`src/verilog/sdl_cfg.svh`:
```
// constants for the set-dominant safety latch: channel slots, reset values
`ifndef SDL_CFG_SVH
`define SDL_CFG_SVH

// =====================================================================
// channel slots in the two-wide input vectors
`define SDL_CH_SET 0
`define SDL_CH_RST 1
`define SDL_NUM_CH 2

// =====================================================================
// reset values
`define SDL_CFG_EN_RST 2'h0
`define SDL_CFG_NC_RST 2'h0
`define SDL_OUT_RST 1'b0
`define SDL_DIAG_RST 16'h0000
`define SDL_ERR_RST 1'b0

`endif

```
`src/verilog/sdl_pkg.sv`:
```
// types shared by the set-dominant safety latch modules
package sdl_pkg;

   // =====================================================================
   // state codes reported on the 8-bit state word
   typedef enum logic [7:0] {
      SDL_ST_UNDEF = 8'b0000_0000,
      SDL_ST_STOP  = 8'b0000_0010,
      SDL_ST_SAFE  = 8'b0000_0011,
      SDL_ST_SET   = 8'b0000_1001
   } sdl_state_e;

   typedef logic [15:0] sdl_diag_t;

endpackage

```
`src/verilog/sdl_chan_if.sv`:
```
// carrier between latch core and input conditioner
`timescale 1ns/1ns
interface sdl_chan_if;
   logic [1:0] raw;
   logic [1:0] en;
   logic [1:0] nc;
   logic [1:0] act;

   // conditioner side
   modport cond (
      input raw,
      input en,
      input nc,
      output act
   );

   // core side
   modport core (
      output raw,
      output en,
      output nc,
      input act
   );
endinterface

```
`src/verilog/sdl_latch_top.sv`:
```
// set-dominant safety latch function block: latch, state word, diag word
`timescale 1ns/1ns
`include "sdl_cfg.svh"

// What this block does
// - set without reset drives output 1
// - reset without set drives output 0
// - both active: set wins, output 1
// - neither active: output holds previous value
// - each input enabled and polarity selectable
// - both inputs disabled after defaults
// - output safe value 0, stop forces 0
// - 8-bit state; 0 undefined, 2 stop
// - reset only while running reports 3
// - set while running reports 9
// - 16-bit diagnostic word always zero
// - error output never active
// - flags select state/diag into image
module sdl_latch_top (
   // clock and reset
   input wire logic clk_i,
   input wire logic srst_i,
   // linked inputs, same clock domain
   input wire logic set_i,
   input wire logic reset_i,
   // configuration, taken on cfg_load_i
   input wire logic cfg_load_i,
   input wire logic set_en_i,
   input wire logic set_nc_i,
   input wire logic reset_en_i,
   input wire logic reset_nc_i,
   input wire logic expose_state_word_i,
   input wire logic expose_diag_word_i,
   // group control
   input wire logic block_run_i,
   input wire logic cycle_i,
   // latch result
   output logic latch_out_o,
   output logic [7:0] state_o,
   output logic [15:0] diag_o,
   output logic error_o,
   // cyclic process image
   output logic [7:0] img_state_o,
   output logic [15:0] img_diag_o,
   output logic img_state_vld_o,
   output logic img_diag_vld_o
);

   // =====================================================================
   // configuration registers
   logic [1:0] en_q;
   logic [1:0] nc_q;
   logic map_state_q;
   logic map_diag_q;

   // defaults leave both inputs disabled until software enables them
   always_ff @(posedge clk_i) begin
      if (srst_i) begin
         en_q <= `SDL_CFG_EN_RST;
         nc_q <= `SDL_CFG_NC_RST;
         map_state_q <= 1'b0;
         map_diag_q <= 1'b0;
      end else if (cfg_load_i) begin
         en_q[`SDL_CH_SET] <= set_en_i;
         en_q[`SDL_CH_RST] <= reset_en_i;
         nc_q[`SDL_CH_SET] <= set_nc_i;
         nc_q[`SDL_CH_RST] <= reset_nc_i;
         map_state_q <= expose_state_word_i;
         map_diag_q <= expose_diag_word_i;
      end
   end

   // =====================================================================
   // input conditioning
   sdl_chan_if ch ();
   assign ch.raw = {reset_i, set_i};
   assign ch.en = en_q;
   assign ch.nc = nc_q;

   sdl_in_cond u_cond (
      .ch(ch.cond)
   );

   logic set_act;
   logic rst_act;
   assign set_act = ch.act[`SDL_CH_SET];
   assign rst_act = ch.act[`SDL_CH_RST];

   // =====================================================================
   // latch and state
   logic out_q;
   logic out_d;
   sdl_pkg::sdl_state_e state_q;
   sdl_pkg::sdl_state_e state_d;

   // set dominates; a stopped group always drops to the safe value
   always_comb begin
      out_d = out_q;
      state_d = state_q;
      if (!block_run_i) begin
         out_d = `SDL_OUT_RST;
         state_d = sdl_pkg::SDL_ST_STOP;
      end else if (set_act) begin
         out_d = 1'b1;
         state_d = sdl_pkg::SDL_ST_SET;
      end else if (rst_act) begin
         out_d = 1'b0;
         state_d = sdl_pkg::SDL_ST_SAFE;
      end else begin
         out_d = out_q;
         state_d = out_q ? sdl_pkg::SDL_ST_SET : sdl_pkg::SDL_ST_SAFE;
      end
   end

   // only one evaluation per logic cycle; value kept in between
   always_ff @(posedge clk_i) begin
      if (srst_i) begin
         out_q <= `SDL_OUT_RST;
         state_q <= sdl_pkg::SDL_ST_UNDEF;
      end else if (cycle_i) begin
         out_q <= out_d;
         state_q <= state_d;
      end
   end

   assign latch_out_o = out_q;
   assign state_o = state_q;

   // =====================================================================
   // diagnostics and error: constant by design, still registered
   always_ff @(posedge clk_i) begin
      diag_o <= `SDL_DIAG_RST;
      error_o <= `SDL_ERR_RST;
   end

   // =====================================================================
   // cyclic process image, refreshed on every clock, one clock behind the state word
   always_ff @(posedge clk_i) begin
      if (srst_i) begin
         img_state_o <= 8'h00;
         img_diag_o <= `SDL_DIAG_RST;
         img_state_vld_o <= 1'b0;
         img_diag_vld_o <= 1'b0;
      end else begin
         img_state_vld_o <= map_state_q;
         img_diag_vld_o <= map_diag_q;
         img_state_o <= map_state_q ? state_q : 8'h00;
         img_diag_o <= `SDL_DIAG_RST;
      end
   end

   // =====================================================================
   // checks
   AST_SET_ONLY: assert property (@(posedge clk_i) disable iff (srst_i)
      cycle_i && block_run_i && set_act && !rst_act |=> latch_out_o)
      else $error("set alone did not drive output high");

   AST_RST_ONLY: assert property (@(posedge clk_i) disable iff (srst_i)
      cycle_i && block_run_i && !set_act && rst_act |=> !latch_out_o)
      else $error("reset alone did not clear output");

   AST_SET_DOM: assert property (@(posedge clk_i) disable iff (srst_i)
      cycle_i && block_run_i && set_act && rst_act |=> latch_out_o && state_o == 8'h09)
      else $error("set did not dominate reset");

   AST_HOLD: assert property (@(posedge clk_i) disable iff (srst_i)
      cycle_i && block_run_i && !set_act && !rst_act |=> $stable(latch_out_o))
      else $error("output changed with both inputs inactive");

   AST_HOLD_CODE: assert property (@(posedge clk_i) disable iff (srst_i)
      cycle_i && block_run_i && !set_act && !rst_act |=> state_o == (latch_out_o ? 8'h09 : 8'h03))
      else $error("hold state code does not follow output");

   AST_NC_INV: assert property (@(posedge clk_i) disable iff (srst_i)
      en_q[`SDL_CH_SET] && nc_q[`SDL_CH_SET] |-> set_act == !set_i)
      else $error("break contact set input not inverted");

   AST_DIS_ZERO: assert property (@(posedge clk_i) disable iff (srst_i)
      !en_q[`SDL_CH_RST] |-> !rst_act)
      else $error("disabled reset input seen active");

   AST_DIS_SET: assert property (@(posedge clk_i) disable iff (srst_i)
      !en_q[`SDL_CH_SET] |-> !set_act)
      else $error("disabled set input seen active");

   AST_DEF_DIS: assert property (@(posedge clk_i)
      srst_i |=> en_q == 2'h0)
      else $error("inputs enabled after defaults");

   AST_UNDEF_RST: assert property (@(posedge clk_i)
      srst_i |=> state_o == 8'h00 && !latch_out_o)
      else $error("reset did not clear state and output");

   AST_STOP: assert property (@(posedge clk_i) disable iff (srst_i)
      cycle_i && !block_run_i |=> !latch_out_o && state_o == 8'h02)
      else $error("stop did not force safe output");

   AST_SAFE: assert property (@(posedge clk_i) disable iff (srst_i)
      cycle_i && block_run_i && rst_act && !set_act |=> state_o == 8'h03)
      else $error("safe state code missing");

   AST_SET_CODE: assert property (@(posedge clk_i) disable iff (srst_i)
      cycle_i && block_run_i && set_act |=> state_o == 8'h09)
      else $error("set state code missing");

   AST_DIAG: assert property (@(posedge clk_i) disable iff (srst_i)
      ##1 diag_o == 16'h0000 && img_diag_o == 16'h0000)
      else $error("diagnostic word not zero");

   AST_NO_ERR: assert property (@(posedge clk_i) disable iff (srst_i)
      ##1 !error_o)
      else $error("error output raised");

   AST_IMG: assert property (@(posedge clk_i) disable iff (srst_i)
      !map_state_q |=> img_state_o == 8'h00 && !img_state_vld_o)
      else $error("state word exposed while not mapped");

   AST_IMG_MAP: assert property (@(posedge clk_i) disable iff (srst_i)
      map_state_q |=> img_state_o == $past(state_o) && img_state_vld_o)
      else $error("mapped state word not copied to image");

   AST_RETAIN: assert property (@(posedge clk_i) disable iff (srst_i)
      !cycle_i |=> $stable(latch_out_o) && $stable(state_o))
      else $error("latch changed outside logic cycle");

endmodule

```
`src/verilog/sdl_in_cond.sv`:
```
// input conditioner: enable and contact polarity for both latch inputs
`timescale 1ns/1ns
`include "sdl_cfg.svh"
module sdl_in_cond (
   sdl_chan_if.cond ch
);

   // disabled reads as 0, break contact is inverted before use
   function automatic logic cond_bit(input logic raw, input logic en, input logic nc);
      cond_bit = en & (raw ^ nc);
   endfunction

   // =====================================================================
   // one conditioner per channel
   genvar g;
   generate
      for (g = 0; g < `SDL_NUM_CH; g++) begin : g_ch
         assign ch.act[g] = cond_bit(ch.raw[g], ch.en[g], ch.nc[g]);
      end
   endgenerate

endmodule

```
`config.mk`:
```
export PLATFORM = sky130hd
export DESIGN_NAME = sdl_latch_top
export DESIGN_NICKNAME = d
export VERILOG_FILES = /design/src/verilog/sdl_pkg.sv /design/src/verilog/sdl_chan_if.sv /design/src/verilog/sdl_latch_top.sv /design/src/verilog/sdl_in_cond.sv
export VERILOG_INCLUDE_DIRS = /design/src /design/src/verilog
export SDC_FILE = /design/constraint.sdc
export NUM_CORES = 1
export LEC_CHECK = 0
export BUFFER_PORTS_ARGS = -buffer_cell sky130_fd_sc_hd__buf_2
export CORE_MARGIN = 3
export CORE_UTILIZATION = 42
export CTS_CLUSTER_DIAMETER = 50
export DETAILED_ROUTE_END_ITERATION = 16
export PLACE_DENSITY = 0.83
export SETUP_SLACK_MARGIN = 0.4
export SLEW_MARGIN = 20
export SYNTH_ARGS = -nofsm -noshare
export SYNTH_HDL_FRONTEND = slang
export SYNTH_SLANG_ARGS = --single-unit
```
`constraint.sdc`:
```
create_clock -name clk_i -period 2.8 [get_ports clk_i]
set_input_delay 0.14 -clock clk_i [delete_from_list [all_inputs] [get_ports clk_i]]
set_output_delay 0.14 -clock clk_i [all_outputs]
set_load 0.02 [all_outputs]
```
# Word level (Yosys, flattened, before mapping)
# Index checks and enable logic that the tools add are counted.
dict set report totals {
  regBits 25
  latch_bits 0
  ramBits 0
  rom_bits 0
  inputBits 13
  output_inout_bits 52
  wordCells 24
  memories 0
}
dict set report classes {
  add_sub_neg 0
  n_mul 0
  div_mod_pow 0
  magnitude_cmp 0
  n_eq_ne 1
  n_shift 0
  mux 7
  bitwise 5
  reduce_logical 2
}
# cell count
set ops {}
lappend ops {{two-way mux 4 bit} 4}
lappend ops {{two-way mux 1 bit} 3}
lappend ops {{inequality test 3 x 1 -> 1 bit (second input constant)} 1}
lappend ops {{AND 1 bit} 2}
lappend ops {{AND reduction 2 bit} 1}
lappend ops {{OR reduction 2 bit} 1}
lappend ops {{XOR 1 bit} 2}
lappend ops {{NOT 1 bit} 1}

# Logic depth before layout (Yosys ltp)
dict set report depth {
  word_depth 5
  ltp_mapped 3
  mapped_depth_nobuf 3
}

# Modules after synthesis
# From an unflattened synthesis, not the netlist that was laid out.
dict set report unflattened {
  hier_cells 95
  hier_area_um2 870.8
}
# mod instances cells_per_inst area_each_um2 seq_area_each_um2
set by_module_without_submodules {}
lappend by_module_without_submodules {sdl_latch_top 1 91 840.8 300.3}
lappend by_module_without_submodules {sdl_in_cond 1 4 30.0 0.0}

# Worst setup path after synthesis
# OpenSTA, ideal clock, no wires.
dict set report synth_path {
  path_type {register to register}
  startpoint {reg out_q, in the netlist latch_out_o}
  endpoint {reg state_q[1], in the netlist state_o[1]}
  setup_ns 0.116
  arrival_time_ns 0.913
  t_required_ns 2.684
  path_slack_ns 1.770
  path_stages_with_launch 4
  path_buffers 0
  synth_period_minus_slack_ns 1.030
  cell_sequence {dfxtp_1 nand2_1 a21o_1 a41o_1}
}
dict set report synth_between {
  elab_chain_len 4
}
# element line
set synth_lines {}
lappend synth_lines {{start, declared} sdl_latch_top.sv:91} ;# logic out_q;
lappend synth_lines {{start signal, assigned} sdl_latch_top.sv:118} ;# out_q <= `SDL_OUT_RST;
lappend synth_lines {{start signal, assigned} sdl_latch_top.sv:121} ;# out_q <= out_d;
lappend synth_lines {{two-way mux 4 bit} sdl_latch_top.sv:111} ;# state_d = out_q ? sdl_pkg::SDL_ST_SET : sdl_pkg::SDL_ST_SAFE;
lappend synth_lines {{two-way mux 4 bit} sdl_latch_top.sv:106} ;# end else if (rst_act) begin
lappend synth_lines {{two-way mux 4 bit} sdl_latch_top.sv:103} ;# end else if (set_act) begin
lappend synth_lines {{two-way mux 4 bit} sdl_latch_top.sv:100} ;# if (!block_run_i) begin
lappend synth_lines {{end signal, assigned} sdl_latch_top.sv:119} ;# state_q <= sdl_pkg::SDL_ST_UNDEF;
lappend synth_lines {{end signal, assigned} sdl_latch_top.sv:122} ;# state_q <= state_d;
lappend synth_lines {{end, declared} sdl_latch_top.sv:93} ;# sdl_pkg::sdl_state_e state_q;
# No other way between the ends.
# A chain may end at the register's enable or synchronous reset.

# Worst setup path in the final report
dict set report layout_path {
  startpoint {reg nc_q[0], in the netlist ch.nc[0]}
  endpoint {reg state_q[1], in the netlist state_o[1]}
}
dict set report layout_between {
  elab_chain_len 4
}
# element line
set layout_lines {}
lappend layout_lines {{start, declared} sdl_latch_top.sv:52} ;# logic [1:0] nc_q;
lappend layout_lines {{start signal, assigned} sdl_latch_top.sv:60} ;# nc_q <= `SDL_CFG_NC_RST;
lappend layout_lines {{start signal, assigned by index} sdl_latch_top.sv:66} ;# nc_q[`SDL_CH_SET] <= set_nc_i;
lappend layout_lines {{start signal, assigned by index} sdl_latch_top.sv:67} ;# nc_q[`SDL_CH_RST] <= reset_nc_i;
lappend layout_lines {{XOR 1 bit} sdl_in_cond.sv:10} ;# cond_bit = en & (raw ^ nc);
lappend layout_lines {{AND 1 bit} sdl_in_cond.sv:10}
lappend layout_lines {{two-way mux 4 bit} sdl_latch_top.sv:103}
lappend layout_lines {{two-way mux 4 bit} sdl_latch_top.sv:100}
# No other way between the ends.

==> qor_table.md <==
| Item | Reported |
|---|---|
| Worst setup skew after layout | 7.304 ps |
| Signal arrival time at the worst endpoint | 1290 ps |
| Worst Setup SP | ch.nc[0]$_SDFFE_PP0P_ |
| Total count of max-transition violations in the final report | 0 |
| Hold wc startpoint | reset_nc_i |
| Setup TNS | 0 ps |
| HPWL Detailed | 1087 µm |
| Num ports | 65 |
| Number of nets with antenna violations after detailed routing | 0 |
| Hold Path Cell Cnt | 3 |
| TritonCTS clock tree | built |
| Congestion Overflow GR | 0 |
| Cell Rows | 15 |
| Initial cell density of the core | 47.28% |
| Count of placed standard cells in the final layout, fillers left out | 141 |
| Insertion delay to the later sink of the worst-skew pair | 280 ps |
| Final antenna diode count | 0 |
| Clock Path Buffers | 2 |
| Cts hold-fix bufs | 0 |
| Netlist area before placement | 869.6 µm² |
| Max-cap viol count | 0 |
| Number of setup violations in the final report | 0 |
| Total area of multi-input combinational cells | 387.9 µm² |
| Number of vias per cell | 3.773 |
| First-pass GRT wire length | 1711 µm |
| Crit. End Element | flop |
| Overall power of the completed layout | 445.3 µW |
| Mapped Avg Cell Area | 9.154 µm² |
| Top library cells by usage in the layout, fill and taps aside | conb_1 (43), buf_2 (21), dfxtp_1 (15) |
| Total wire length after detailed routing | 1277 µm |
| Total of flip-flops plus latches after synthesis | 15 |
| Launching element type of the critical path | flop |
| Worst-path cell chain | xor2_1 > nand3_1 > a41o_1 |
| Worst Setup Slack, final | 1689 ps |
| Port Buffer Count | 21 |
| Count of nets after finishing | 130 |
| Register-to-register path setup slack | 1690 ps |
| Critical Path Stages | 3 |
| LEAKAGE | 0.4793 nW |
| Maximum net fanout on the critical path | 3 |
| Pin count of the biggest net entering global routing | 14 |
| Number of cells produced by synthesis | 95 |
| Final Wtd Congestion | 0.6885 |
| Instance area at placement | 828.3 µm² |
| Critical path's largest stage delay | 350 ps |
| Final Core Density | 46.46% |
| Cell Int Power | 298.6 µW |
| Final Cell Area | 854.6 µm² |
| Via count of the first global-routing pass | 432 |
| First drt pass iteration count | 4 |
| Sequential cell area | 300.3 µm² |
| Maximum clock frequency | 899.9 MHz |
| Warnings from Yosys | 0 |
| Critical-path top delay cell | dfxtp_1 |
| Clock root buffer master | clkbuf_4 |
| Cell taking the most area after synthesis | buf_4 |
| CTS HTree Levels | 1 |
| Final Hold Fails | 0 |
| Die Width | 51.50 µm |
| Worst Setup Path Type | reg -> reg |
| Instance count after placement with tap cells included | 137 |
| Hold Crit Class | in -> reg |
| Clock power share | 27.2% |
| Clock-pin slew of the registers on the worst-case setup and hold paths | 90 ps |
| Share of layout cells above drive strength 1 | 21.55% |
| Max IR drop VDD | 267.9 µV |
| Result of the run | finished, final reports clean |
| Number of filler instances in the final layout | 213 |
| Flop pwr share | 51.4% |
| Worst path bufs/invs | 0 |
| Critical register-to-register path startpoint | ch.nc[0]$_SDFFE_PP0P_ |
| Power share of the combinational group | 21.5% |
| Count of buffers added by post-CTS timing repair for setup | 0 |
| Layout Area Growth over Synthesis | -1.727% |
| Minimum clock period after layout | 1111 ps |
| Worst R2R Path Depth | 3 |
| Share of synthesized area occupied by flip-flops and latches | 34.53% |
| Share of the synthesized area in the top cell type | 37.12% |
| Largest delay share family, worst path | flip-flops |
| Switching Share | 32.94% |
| Number of gates given a new drive strength after cts | 0 |
| Number of antenna violations at the first check in global routing | 0 |
| Net Switching | 146.7 µW |
| Required time at the endpoint of the critical path | 2980 ps |
| RSZ-0062 raised after global routing | no |
| All-layer global routing usage | 8.998% |
| Overall die height | 51.50 µm |
| Post-synthesis cell type count | 22 |
| CTS buffer count | 3 |
| Most common cell after layout, fill and taps aside | conb_1 |
| Placeable core region | 1839 µm² |
| Initial DRC count | 4 |
| Area of the die | 2652 µm² |
| Number of vias in the routed layout | 532 |
| Smallest hold slack | 89.25 ps |
| Setup Slack @ Placement | 1673 ps |
| Power Dens Cells | 521.1 nW/µm² |
| Final worst path period share | 39.69% |
| Clock net sink count | 15 |
| Post-DR wirelength/cell | 9.057 µm |
| Cell types occupying the most area after synthesis | buf_4 (37%), dfxtp_1 (35%), mux2i_1 (8.1%) |
| Final routed DRC violation total | 0 |
==> power groups by stage <==
| stage | combinational [mW] | sequential [mW] | clock, mW |
|---|---|---|---|
| 6_report | 0.0955 | 0.229 | 0.121 |
| 5_1_grt | 0.103 | 0.230 | 0.133 |
| 4_1_cts | 0.0943 | 0.229 | 0.126 |
| 3_5_place_dp | 0.0943 | 0.234 | 0 |
| 3_3_place_gp | 0.0933 | 0.233 | 0 |
| 2_1_floorplan | 0.118 | 0.239 | 0 |
==> cells by family (layout without fill, tap and decap cells) <==
family,Yosys count,in the layout,synth area share [%]
buf+inv,47,26,38.99
compound gates,5,5,5.612
mux,7,7,8.058
other cells,1,43,0.4312
simple gates,18,18,10.36
xor+xnor,2,2,2.015
flops,15,15,34.53
==> sequential cells by signal (all words and copies together), names as in the netlist <==
register and flops:
ch.nc 2, latch_out_o 1, state_o 3, img_diag_vld_o 1
img_state_vld_o 1, map_diag_q 1, map_state_q 1, img_state_o 3
ch.en 2
==> area by class of cell <==
class,count,area share (%)
Clock buffer,4,3.075
Inverter,1,0.4392
Multi-Input combinational cell,75,45.39
Sequential cell,15,35.14
Tap cell,25,3.660
Timing Repair Buffer,21,12.30
==> worst paths after layout <==
path | to
worst max register to register | state_o[1]$_SDFFE_PP0P_
worst min register to register | img_diag_vld_o$_SDFF_PP0_
worst min-delay path | ch.nc[1]$_SDFFE_PP0P_
worst max-delay path | state_o[1]$_SDFFE_PP0P_
==> routing by layer <==
layer | up-vias | GRT usage, % | part of all wire [%]
met2 | 38 | 16.31 | 48
met3 | 4 | 1.719 | 14
li1 | 260 | - | -
met4 | 0 | 7.860 | 2.5
met5 | - | 0 | 0
met1 | 230 | 8.511 | 36
==> synthesized netlist by cell type, drive strengths merged <==
library cell  count
nor2b             2
conb              1
a221o             1
nand2             1
a21o              1
and2              3
a41o              1
a311oi            1
nor2              8
nor3b             1
xor2              2
inv               1
buf              45
a31oi             1
nand4             1
nand2b            1
dfxtp            15
clkbuf            1
mux2i             7
nand3             1
==> tightest hold or removal path: stages <==
cell	delay, ps
buf_2	70
mux2i_1	60
nor2_1	70
No activity file was read; power rests on OpenSTA's default activity.
